==> config.mk <==
export PLATFORM = sky130hd
export DESIGN_NAME = dcfa_fault_alert
export DESIGN_NICKNAME = d
export VERILOG_FILES = /design/src/hw/dcfa_pkg.sv /design/src/hw/dcfa_fault_alert.sv
export SDC_FILE = /design/constraint.sdc
export NUM_CORES = 1
export LEC_CHECK = 0
export BUFFER_PORTS_ARGS = -buffer_cell sky130_fd_sc_hd__buf_2
export CORE_MARGIN = 2
export CORE_UTILIZATION = 35
export DETAILED_ROUTE_END_ITERATION = 16
export PLACE_DENSITY = 0.53
export SYNTH_ARGS = -nofsm -noshare
export SYNTH_HDL_FRONTEND = slang
export SYNTH_SLANG_ARGS = --single-unit
==> constraint.sdc <==
create_clock -name i_core_clk -period 3.2 [get_ports i_core_clk]
set_clock_uncertainty 0.05 [all_clocks]
set_input_delay 0.16 -clock i_core_clk [delete_from_list [all_inputs] [get_ports i_core_clk]]
set_output_delay 0.16 -clock i_core_clk [all_outputs]
set_load 0.03 [all_outputs]
==> src/hw/dcfa_pkg.sv <==
// Shared constants and types for the dual channel fault alert block
package dcfa_pkg;

  localparam int unsigned CORE_CLK_PERIOD_PS = 5000;
  localparam int unsigned FAULT_TIME_US      = 100;
  localparam int unsigned FAULT_CYCLES       =
    (FAULT_TIME_US * 1000000) / CORE_CLK_PERIOD_PS;
  localparam int unsigned SOFTSTART_TIME_US  = 50;
  localparam int unsigned SOFTSTART_CYCLES   =
    (SOFTSTART_TIME_US * 1000000) / CORE_CLK_PERIOD_PS;
  localparam int unsigned TIMER_W            = 24;
  localparam int unsigned NUM_CH             = 2;
  localparam int unsigned FAULTS_PER_CH      = 4;

  localparam logic [6:0] ALERT_RESP_ADDR     = 7'h0C;

  localparam logic [7:0] REG_FAULT_FLAGS     = 8'h00;
  localparam logic [7:0] REG_REPORT_MASK     = 8'h01;
  localparam logic [7:0] REG_CONFIG          = 8'h02;

  localparam logic [7:0] FAULT_FLAGS_RESET   = 8'h00;
  localparam logic [7:0] REPORT_MASK_RESET   = 8'hFF;
  localparam logic [7:0] CONFIG_RESET        = 8'h00;
  localparam int unsigned LATCHOFF_BIT       = 7;

  localparam logic [3:0] BIT_COUNT_FULL      = 4'h8;
  localparam logic [1:0] BYTE_IDX_DATA       = 2'h2;

  // Bit order matches one channel nibble of the fault flag register
  typedef struct packed {
    logic overcurrent_fault;
    logic string_short_fault;
    logic string_open_fault;
    logic feedback_overvoltage_fault;
  } dcfa_chan_faults_type;

  typedef enum logic [4:0] {
    CH_OFF       = 5'h01,
    CH_SOFTSTART = 5'h02,
    CH_RUN       = 5'h04,
    CH_HICCUP    = 5'h08,
    CH_LATCHED   = 5'h10
  } dcfa_chan_state_type;

  typedef enum logic [4:0] {
    I2C_IDLE  = 5'h01,
    I2C_RX    = 5'h02,
    I2C_ACK   = 5'h04,
    I2C_TX    = 5'h08,
    I2C_TXACK = 5'h10
  } dcfa_i2c_state_type;

endpackage

==> src/hw/dcfa_fault_alert.sv <==
// Fault supervision, alert reporting and I2C slave of the dual channel driver
// Behaviour
// - short flagged when feedback low after start-up
// - overcurrent sets flag and alert same cycle
// - short or overcurrent stops switching, gate high
// - hiccup or latch-off response, hiccup default
// - hiccup waits fault timer, then soft-start restart
// - after hiccup, alert held in I2C mode only
// - latch-off bit keeps channel stopped after fault
// - fault flags stay set until host clears
// - I2C mode alert only for flags with report enable set
// - channel 1 bits 0-3, channel 2 bits 4-7
// - report enables default to all ones
// - alert response inquiry answered with chip address
// - I2C mode alert held until response completes or reported flags are cleared
// - no further inquiry answers until new alert
// - no fresh alert for an uncleared flag
// - non-I2C alert driven directly by detectors
// - non-I2C short/overcurrent alert held through timer
// - overvoltage stops switching, gate high, flag, alert
// - open string sets flag and asserts alert
`timescale 1ns/1ps
`default_nettype none

module dcfa_fault_alert #(
  parameter int unsigned FAULT_CYCLES_P     = dcfa_pkg::FAULT_CYCLES,
  parameter int unsigned SOFTSTART_CYCLES_P = dcfa_pkg::SOFTSTART_CYCLES
) (
  input  wire logic                               i_core_clk,
  input  wire logic                               i_nrst,
  input  wire logic                               i_i2c_mode,
  input  wire logic                               i_enable_undervoltage_input,
  input  wire logic [6:0]                         i_chip_addr,
  input  wire dcfa_pkg::dcfa_chan_faults_type [1:0] i_faults,
  input  wire logic                               i_scl,
  input  wire logic                               i_sda,
  output logic [1:0]                              o_switch_en,
  output logic [1:0]                              o_disconnect_gate_drive,
  output logic                                    o_alert_oe_n,
  output logic                                    o_sda_oe_n
);
  import dcfa_pkg::*;

  localparam logic [TIMER_W-1:0] FAULT_LOAD =
    TIMER_W'(FAULT_CYCLES_P - 1);
  localparam logic [TIMER_W-1:0] SOFTSTART_LOAD =
    TIMER_W'(SOFTSTART_CYCLES_P - 1);

  // Register file
  logic [7:0] fault_flags;
  logic [7:0] fault_report_mask;
  logic [7:0] chip_config;
  logic       alert_pending;

  wire        latch_off = chip_config[LATCHOFF_BIT];

  // Channel-side results gathered from the generate loop
  wire [7:0]  fault_event;
  wire [1:0]  next_switch_en;
  wire [1:0]  hold_alert;
  wire [1:0]  direct_alert;

  genvar ch;
  generate
    for (ch = 0; ch < NUM_CH; ch++) begin : g_ch
      dcfa_chan_state_type  state;
      dcfa_chan_state_type  next_state;
      logic [TIMER_W-1:0]   timer;
      logic [TIMER_W-1:0]   next_timer;
      dcfa_chan_faults_type flt;

      assign flt = i_faults[ch];

      wire short_seen = flt.string_short_fault & (state == CH_RUN);
      wire trip       = short_seen | flt.overcurrent_fault;
      wire fault_live = flt.string_short_fault | flt.overcurrent_fault;

      always_comb begin
        next_state = state;
        next_timer = (timer != '0) ? timer - 1'b1 : timer;
        if (!i_enable_undervoltage_input) begin
          next_state = CH_OFF;
          next_timer = '0;
        end else begin
          case (state)
            CH_OFF: begin
              next_state = CH_SOFTSTART;
              next_timer = SOFTSTART_LOAD;
            end
            CH_SOFTSTART, CH_RUN: begin
              if (trip && latch_off) begin
                next_state = CH_LATCHED;
              end else if (trip) begin
                next_state = CH_HICCUP;
                next_timer = FAULT_LOAD;
              end else if (state == CH_SOFTSTART && timer == '0) begin
                next_state = CH_RUN;
              end
            end
            CH_HICCUP: begin
              if (timer == '0 && !fault_live) begin
                next_state = CH_SOFTSTART;
                next_timer = SOFTSTART_LOAD;
              end
            end
            CH_LATCHED: next_state = CH_LATCHED;
            default: begin
              next_state = CH_OFF;
              next_timer = '0;
            end
          endcase
        end
      end

      always_ff @(posedge i_core_clk or negedge i_nrst) begin
        if (!i_nrst) begin
          state <= CH_OFF;
          timer <= '0;
        end else begin
          state <= next_state;
          timer <= next_timer;
        end
      end

      assign next_switch_en[ch] =
        (next_state == CH_SOFTSTART || next_state == CH_RUN) &
        ~flt.feedback_overvoltage_fault;

      assign fault_event[ch*FAULTS_PER_CH +: FAULTS_PER_CH] =
        {flt.overcurrent_fault, short_seen, flt.string_open_fault,
         flt.feedback_overvoltage_fault};

      assign hold_alert[ch] =
        (next_state == CH_HICCUP) | (next_state == CH_LATCHED);
      assign direct_alert[ch] =
        flt.feedback_overvoltage_fault | flt.string_open_fault;
    end
  endgenerate

  // I2C slave
  dcfa_i2c_state_type i2c_state;
  dcfa_i2c_state_type next_i2c_state;
  logic       scl_q;
  logic       sda_q;
  logic [3:0] bit_cnt;
  logic [3:0] next_bit_cnt;
  logic [7:0] shift;
  logic [7:0] next_shift;
  logic [1:0] byte_idx;
  logic [1:0] next_byte_idx;
  logic [7:0] pointer;
  logic [7:0] next_pointer;
  logic       is_read;
  logic       next_is_read;
  logic       is_ara;
  logic       next_is_ara;
  logic       next_sda_oe_n;
  logic       ara_done;
  logic       wr_stb;

  wire scl_rise  = i_scl & ~scl_q;
  wire scl_fall  = ~i_scl & scl_q;
  wire bus_start = scl_q & i_scl & sda_q & ~i_sda;
  wire bus_stop  = scl_q & i_scl & ~sda_q & i_sda;
  wire byte_done = scl_fall & (bit_cnt == BIT_COUNT_FULL);

  wire addr_hit  = (shift[7:1] == i_chip_addr);
  wire ara_hit   = (shift[7:1] == ALERT_RESP_ADDR) & shift[0] &
                   alert_pending;

  wire [7:0] reg_read_data =
    (pointer == REG_FAULT_FLAGS) ? fault_flags :
    (pointer == REG_REPORT_MASK) ? fault_report_mask :
    (pointer == REG_CONFIG)      ? chip_config : 8'h00;
  wire [7:0] tx_byte = is_ara ? {i_chip_addr, 1'b0} : reg_read_data;

  always_comb begin
    next_i2c_state = i2c_state;
    next_bit_cnt   = bit_cnt;
    next_shift     = shift;
    next_byte_idx  = byte_idx;
    next_pointer   = pointer;
    next_is_read   = is_read;
    next_is_ara    = is_ara;
    next_sda_oe_n  = o_sda_oe_n;
    ara_done       = 1'b0;
    wr_stb         = 1'b0;
    if (!i_i2c_mode || bus_stop) begin
      next_i2c_state = I2C_IDLE;
      next_sda_oe_n  = 1'b1;
    end else if (bus_start) begin
      next_i2c_state = I2C_RX;
      next_bit_cnt   = 4'h0;
      next_byte_idx  = 2'h0;
      next_is_ara    = 1'b0;
      next_sda_oe_n  = 1'b1;
    end else begin
      case (i2c_state)
        I2C_IDLE: next_sda_oe_n = 1'b1;
        I2C_RX: begin
          if (scl_rise) begin
            next_shift   = {shift[6:0], i_sda};
            next_bit_cnt = bit_cnt + 4'h1;
          end else if (byte_done) begin
            next_i2c_state = I2C_ACK;
            next_sda_oe_n  = 1'b0;
            if (byte_idx != BYTE_IDX_DATA) begin
              next_byte_idx = byte_idx + 2'h1;
            end
            if (byte_idx == 2'h0) begin
              next_is_read = shift[0];
              next_is_ara  = ara_hit & ~addr_hit;
              if (!(addr_hit || ara_hit)) begin
                next_i2c_state = I2C_IDLE;
                next_sda_oe_n  = 1'b1;
              end
            end else if (byte_idx == 2'h1) begin
              next_pointer = shift;
            end else begin
              wr_stb = 1'b1;
            end
          end
        end
        I2C_ACK: begin
          if (scl_fall) begin
            next_bit_cnt = 4'h0;
            if (is_read) begin
              next_i2c_state = I2C_TX;
              next_shift     = tx_byte;
              next_sda_oe_n  = tx_byte[7];
            end else begin
              next_i2c_state = I2C_RX;
              next_sda_oe_n  = 1'b1;
            end
          end
        end
        I2C_TX: begin
          if (scl_rise) begin
            next_bit_cnt = bit_cnt + 4'h1;
          end else if (byte_done) begin
            next_i2c_state = I2C_TXACK;
            next_sda_oe_n  = 1'b1;
          end else if (scl_fall) begin
            next_shift    = {shift[6:0], 1'b0};
            next_sda_oe_n = shift[6];
          end
        end
        I2C_TXACK: begin
          if (scl_rise) begin
            ara_done = is_ara;
            if (i_sda) begin
              next_i2c_state = I2C_IDLE;
            end
          end else if (scl_fall) begin
            next_i2c_state = I2C_TX;
            next_bit_cnt   = 4'h0;
            next_shift     = tx_byte;
            next_sda_oe_n  = tx_byte[7];
          end
        end
        default: begin
          next_i2c_state = I2C_IDLE;
          next_sda_oe_n  = 1'b1;
        end
      endcase
    end
  end

  always_ff @(posedge i_core_clk or negedge i_nrst) begin
    if (!i_nrst) begin
      i2c_state  <= I2C_IDLE;
      scl_q      <= 1'b1;
      sda_q      <= 1'b1;
      bit_cnt    <= 4'h0;
      shift      <= 8'h00;
      byte_idx   <= 2'h0;
      pointer    <= 8'h00;
      is_read    <= 1'b0;
      is_ara     <= 1'b0;
      o_sda_oe_n <= 1'b1;
    end else begin
      i2c_state  <= next_i2c_state;
      scl_q      <= i_scl;
      sda_q      <= i_sda;
      bit_cnt    <= next_bit_cnt;
      shift      <= next_shift;
      byte_idx   <= next_byte_idx;
      pointer    <= next_pointer;
      is_read    <= next_is_read;
      is_ara     <= next_is_ara;
      o_sda_oe_n <= next_sda_oe_n;
    end
  end

  // Register writes: flags are write-one-to-clear, new faults win
  wire wr_flags  = wr_stb & (pointer == REG_FAULT_FLAGS);
  wire wr_mask   = wr_stb & (pointer == REG_REPORT_MASK);
  wire wr_config = wr_stb & (pointer == REG_CONFIG);

  wire [7:0] next_fault_flags =
    (fault_flags & ~(wr_flags ? shift : 8'h00)) | fault_event;
  wire [7:0] next_report_mask = wr_mask ? shift : fault_report_mask;
  wire [7:0] next_config      = wr_config ? shift : chip_config;

  wire new_report = |(fault_event & ~fault_flags & fault_report_mask);
  wire nothing_left = ~|(fault_flags & fault_report_mask);

  wire next_alert_pending = i_i2c_mode &
    (new_report | (alert_pending & ~ara_done & ~nothing_left));

  wire next_alert_oe_n = i_i2c_mode ? ~next_alert_pending :
    ~(|direct_alert | |hold_alert);

  always_ff @(posedge i_core_clk or negedge i_nrst) begin
    if (!i_nrst) begin
      fault_flags       <= FAULT_FLAGS_RESET;
      fault_report_mask <= REPORT_MASK_RESET;
      chip_config       <= CONFIG_RESET;
      alert_pending     <= 1'b0;
    end else begin
      fault_flags       <= next_fault_flags;
      fault_report_mask <= next_report_mask;
      chip_config       <= next_config;
      alert_pending     <= next_alert_pending;
    end
  end

  always_ff @(posedge i_core_clk or negedge i_nrst) begin
    if (!i_nrst) begin
      o_switch_en             <= 2'h0;
      o_disconnect_gate_drive <= 2'h3;
      o_alert_oe_n            <= 1'b1;
    end else begin
      o_switch_en             <= next_switch_en;
      o_disconnect_gate_drive <= ~next_switch_en;
      o_alert_oe_n            <= next_alert_oe_n;
    end
  end

endmodule

`default_nettype wire

Yosys cells after proc, flatten, opt, wreduce, memory -nomap -nowiden

Cells that the tools add are included.

Bits of input ports: 21
Register bits: 120

Mux-type cells: 93
Bitwise operators: 53
Add/subtract/negate cells: 4
Reduce and logical (&&, ||, !) cells: 40
Equality and inequality tests: 52

Operators with widths:

| cell                  | count |
|---|---|
| $mux 24               | 10 |
| $pmux 24 s4           | 2 |
| $mux 8                | 13 |
| $mux 5                | 20 |
| $logic_not 24->1      | 2 |
| $reduce_bool 24->1    | 2 |
| $sub 24x1->24 const B | 2 |
| $pmux 5 s4            | 2 |
| $and 8x8->8           | 4 |
| $pmux 8 s4            | 1 |
| $mux 1                | 30 |
| $ne 4x4->1 const B    | 7 |
| $eq 5x2->1 const B    | 5 |
| $eq 5x3->1 const B    | 5 |
| $eq 5x4->1 const B    | 5 |
| $eq 5x5->1 const B    | 5 |
| $pmux 5 s5            | 1 |
| $and 1x1->1           | 21 |
| $mux 4                | 5 |
| $ne 2x2->1 const B    | 9 |
| $not 8->8             | 2 |
| $reduce_or 8->1       | 2 |
| $eq 5x1->1 const B    | 3 |
| $ne 5x5->1 const B    | 3 |
| 33 further kinds      | 81 |

Longest topological paths before layout

Depth after elaboration: 13
Mapped depth: 9
Depth with buffers taken out: 8

Worst setup path after synthesis

OpenSTA, ideal clock, no wires.

Kind: register to register
Start: reg g_ch[0].timer[17]
End: reg o_disconnect_gate_drive[0]
Data arrival time: 2.266 ns
Path buffers: 0
Setup time: 0.082 ns
Path slack: 0.802 ns
Cell stages (with the launch flop): 7
Cells stage by stage: dfrtp_1 > or4_4 > or4_4 > or3_4 > o21ai_1 > nand2_1 > a211o_1

Word-level cells in the longest chain between the ends: 11
Elaborated cells between the ends (all ways): 14

Ends and longest elaborated chain:

| element                                  | line                                            | RTL |
|---|---|---|
| start, declared                          | dcfa_fault_alert.sv:68                          | `logic [TIMER_W-1:0] timer;` |
| start signal, assigned                   | dcfa_fault_alert.sv:121                         | `timer <= next_timer;` |
| $logic_not 24->1 *                       | dcfa_fault_alert.sv:96, dcfa_fault_alert.sv:101 |  |
| $logic_and 1x1->1                        | dcfa_fault_alert.sv:96                          | `end else if (state == CH_SOFTSTART && timer == '0) begin` |
| $mux 5                                   | dcfa_fault_alert.sv:96                          |  |
| $mux 5                                   | dcfa_fault_alert.sv:93                          | `end else if (trip) begin` |
| $mux 5                                   | dcfa_fault_alert.sv:91                          | `if (trip && latch_off) begin` |
| $pmux 5 s4 *                             | dcfa_fault_alert.sv:85                          | `case (state)` |
| $mux 5 *                                 | dcfa_fault_alert.sv:81                          | `if (!i_enable_undervoltage_input) begin` |
| $eq 5x2->1 or $eq 5x3->1 (tied branches) | dcfa_fault_alert.sv:126                         | `(next_state == CH_SOFTSTART \|\| next_state == CH_RUN) &` |
| $logic_or 1x1->1 *                       | dcfa_fault_alert.sv:126                         |  |
| $and 1x1->1 *                            | dcfa_fault_alert.sv:126                         |  |
| $not 2->2 *                              | dcfa_fault_alert.sv:335                         | `o_disconnect_gate_drive <= ~next_switch_en;` |
| end signal, assigned                     | dcfa_fault_alert.sv:335                         |  |
| end, declared                            | dcfa_fault_alert.sv:38                          | `output logic [1:0] o_disconnect_gate_drive,` |

Mark *: on every way between the ends. The rest lies on a longest branch, timed or not.
A chain may end at the register's enable or synchronous reset.

Worst setup path in the final report

Start: reg scl_q
End: reg fault_report_mask[5]

Word-level cells in the longest chain between the ends: 8
Elaborated cells between the ends (all ways): 16

Ends and longest elaborated chain:

| element                | line                    | RTL |
|---|---|---|
| start, declared        | dcfa_fault_alert.sv:143 | `logic scl_q;` |
| start signal, assigned | dcfa_fault_alert.sv:283 | `scl_q <= i_scl;` |
| $and 1x1->1            | dcfa_fault_alert.sv:162 | `wire scl_fall = ~i_scl & scl_q;` |
| $and 1x1->1            | dcfa_fault_alert.sv:165 | `wire byte_done = scl_fall & (bit_cnt == BIT_COUNT_FULL);` |
| $mux 1                 | dcfa_fault_alert.sv:204 | `end else if (byte_done) begin` |
| $mux 1                 | dcfa_fault_alert.sv:201 | `if (scl_rise) begin` |
| $mux 1                 | dcfa_fault_alert.sv:198 | `case (i2c_state)` |
| $mux 1                 | dcfa_fault_alert.sv:191 | `end else if (bus_start) begin` |
| $mux 1 *               | dcfa_fault_alert.sv:188 | `if (!i_i2c_mode \|\| bus_stop) begin` |
| $and 1x1->1 *          | dcfa_fault_alert.sv:297 | `wire wr_mask = wr_stb & (pointer == REG_REPORT_MASK);` |
| end signal, assigned   | dcfa_fault_alert.sv:322 | `fault_report_mask <= next_report_mask;` |
| end, declared          | dcfa_fault_alert.sv:51  | `logic [7:0] fault_report_mask;` |

Marked as above.

==> out/results.ini <==
[critical_path]
cp-end-kind=register
reg2reg_depth=8
required_ns=3.49
path_max_fanout=11
r2r-start=scl_q
path_class=reg2reg
r2r_setup_slack_ns=0.51
arrival_ns=2.98
start_kind=register
r2r_end=fault_report_mask[5]

[timing]
finalSetupViolCount=0
finalCritPeriodShare_pct=84.1
hold_viol_final=0
slew_headroom_pct=47.4
min_period_ns=2.69
final_max_slew_viol_count=0
tns_ns=0
max_freq_mhz=371
grt_setup_unrepaired=no
worst_pin_slew_ns=0.789
worst_slack_ns=0.508

[layout]
n_antenna_cell=0
final_common_cell=dfrtp_1
area_growth_pct=18.0
drive_gt1_share_pct=18.2
final_cells=1040
final_cell_mix=dfrtp_1, nor2_1, nand2_1
nets=793
multi_input_area_sq_um=3620
regArea_sq_um=3020
fillers=1928

[global_route]
grt_max_degree=64
first_global_vias=5592
grt_pass1_wl_mm=28.3
grt-ovfl-total=0
grt_antenna_before_repair=0
grt_usage_pct=17.3

[die]
initial_core_util_pct=35.5
num_rows=51
die_x_um=144
dieArea_sq_um=20800
io_pins=27
core_sq_um=19400
die_y_um=144

[placed_design]
dp_hpwl_mm=12.0
place_ws_ns=0.506
port_buffers=26
place_inst=998
gp_congestion=0.844

[routing]
met3_length_um=670
ant_nets=0
wl_per_cell_um=16.1
wl_mm=16.8
via_count=5603
drt-initial-drc-count=424
route.met2.wl_mm=7.76
drc=0
wl_met1_mm=8.12
dr.pass1.iters=5
viasPerCell=5.39
top_layer_used=met4

[clock_network]
cts-root-buf=clkbuf_16
cts_buffers=17
clk_pin_slew_ns=0.06
cts_hold_buf=10
clock_path_buffers=2
post_cts_buffers=0
clock_latency_ns=0.42
cts_resized=0
htree_levels=4
cts_sinks=120
tritoncts=built

[hold_path]
hold_path_end=fault_flags[3]
min_from=i_faults[3]
hold_path_depth=2
min_path_type=in2reg

[power_and_ir_drop]
comb_power_share_pct=26.3
swShare_pct=30.6
pwr-share-seq_pct=31.3
intPower_mw=3.85
p_per_area_nw_per_um2=683
ir_worst_vdd_uv=338
p_sw_mw=1.70
p_leak_nw=3.48
power.share.clock_pct=42.4

[synthesis]
synth_edf_count=0
synth_nets=761
synth_ff_type=dfrtp_1
synthArstFlopShare_pct=100
syn_area_sq_um=6880
synthCells=730
synth.distinct_cells=68
ys_seq_elements=120
yosys_warnings=0
synth_seq_area_share_pct=44.0
syn_area_per_cell_sq_um=9.42

[flow_run]
cap_viol_max_count=0

[outcome]
status=complete, no violations

[registers in the layout (all words and copies together) (netlist names), 4 cells and up]
signal and count:
bit_cnt 4, chip_config 8, fault_flags 8, fault_report_mask 8, g_ch.state 10, g_ch.timer 48
i2c_state 5, pointer 8, shift 8
[layer usage]
metal / vias to the layer above / global-route usage [%]
met4: 0 / 5.01
met5: - / 0
met3: 18 / 3.84
met2: 123 / 27.1
met1: 2763 / 24.0
li1: 2699 / -
[power groups by stage]
| stage | Sequential, mW | Clock, mW | Combinational [mW] |
|---|---|---|---|
| 2_1_floorplan | 1.74 | 0 | 1.14 |
| 3_3_place_gp | 1.76 | 0 | 1.42 |
| 3_5_place_dp | 1.76 | 0 | 1.43 |
| 4_1_cts | 1.73 | 2.40 | 1.46 |
| 5_1_grt | 1.75 | 2.47 | 1.64 |
| 6_report | 1.74 | 2.35 | 1.46 |
[cells by family (layout without fill, tap and decap cells)]
group	count (synthesis)	in the layout	share of synthesized area, %
buffers and inverters	60	105	3.47
AOI/OAI and AO/OA	156	156	14.6
adders and majority gates	10	10	1.82
and+or+nand+nor	282	282	21.6
xor gates and xnor gates	53	53	6.75
muxes	49	49	7.82
DFF	120	120	44.0
[per-stage QoR]
stage	util (%)	power [mW]	hold slack (ns)	cell area, sq um
finish	41.8	5.55	0.0651	8120
global route	41.8	5.86	0.0484	8120
CTS	41.8	5.59	0.0289	8120
detailed placement	37.6	3.19	0.240	7290
global placement	37.6	3.18	0.229	7290
floorplan	-	2.88	-0.186	6880
[area by class of cell]
class	count	share of cell area [%]
clock buffers	17	5.24
clock inverters	15	3.65
inverters	27	1.25
multi-input cells	550	44.6
flip-flops and latches	120	37.3
well taps	265	4.09
repair buffers	46	3.95
[Yosys cell counts, types with 13 or more instances]
cell / number / area (sq um)
xnor2_1: 28 / 245
nor4_1: 23 / 144
a21oi_1: 29 / 145
a21o_1: 13 / 97.6
inv_1: 26 / 97.6
o21ai_0: 47 / 235
xor2_1: 25 / 219
nor3_1: 30 / 150
clkbuf_1: 26 / 97.6
nand2_1: 64 / 240
mux2_2: 38 / 428
nand3_1: 16 / 80.1
nor2_1: 66 / 248
dfrtp_1: 103 / 2580
dfstp_2: 17 / 447
[worst max-delay path by stage]
stage,startpoint,to,cells after the start,slack [ns]
floorplan,g_ch[0].timer[17],o_disconnect_gate_drive[0],6,0.80
global placement,scl_q,fault_report_mask[7],8,0.59
detailed placement,scl_q,fault_report_mask[2],8,0.51
CTS,i2c_state[4],fault_report_mask[2],6,0.50
global route,g_ch[1].timer[0],g_ch[1].timer[9],8,0.26
finish,scl_q,fault_report_mask[5],8,0.51
[critical path: stages, from the launching register on]
cell and delay, ns:
dfstp_2 0.54, inv_1 0.04, ha_1 0.29, nor2_1 0.14, nand4_1 0.15, or4_1 0.49
inv_1 0.12, nand4b_1 0.38, mux2_2 0.42
No activity file was read; power rests on OpenSTA's default activity.
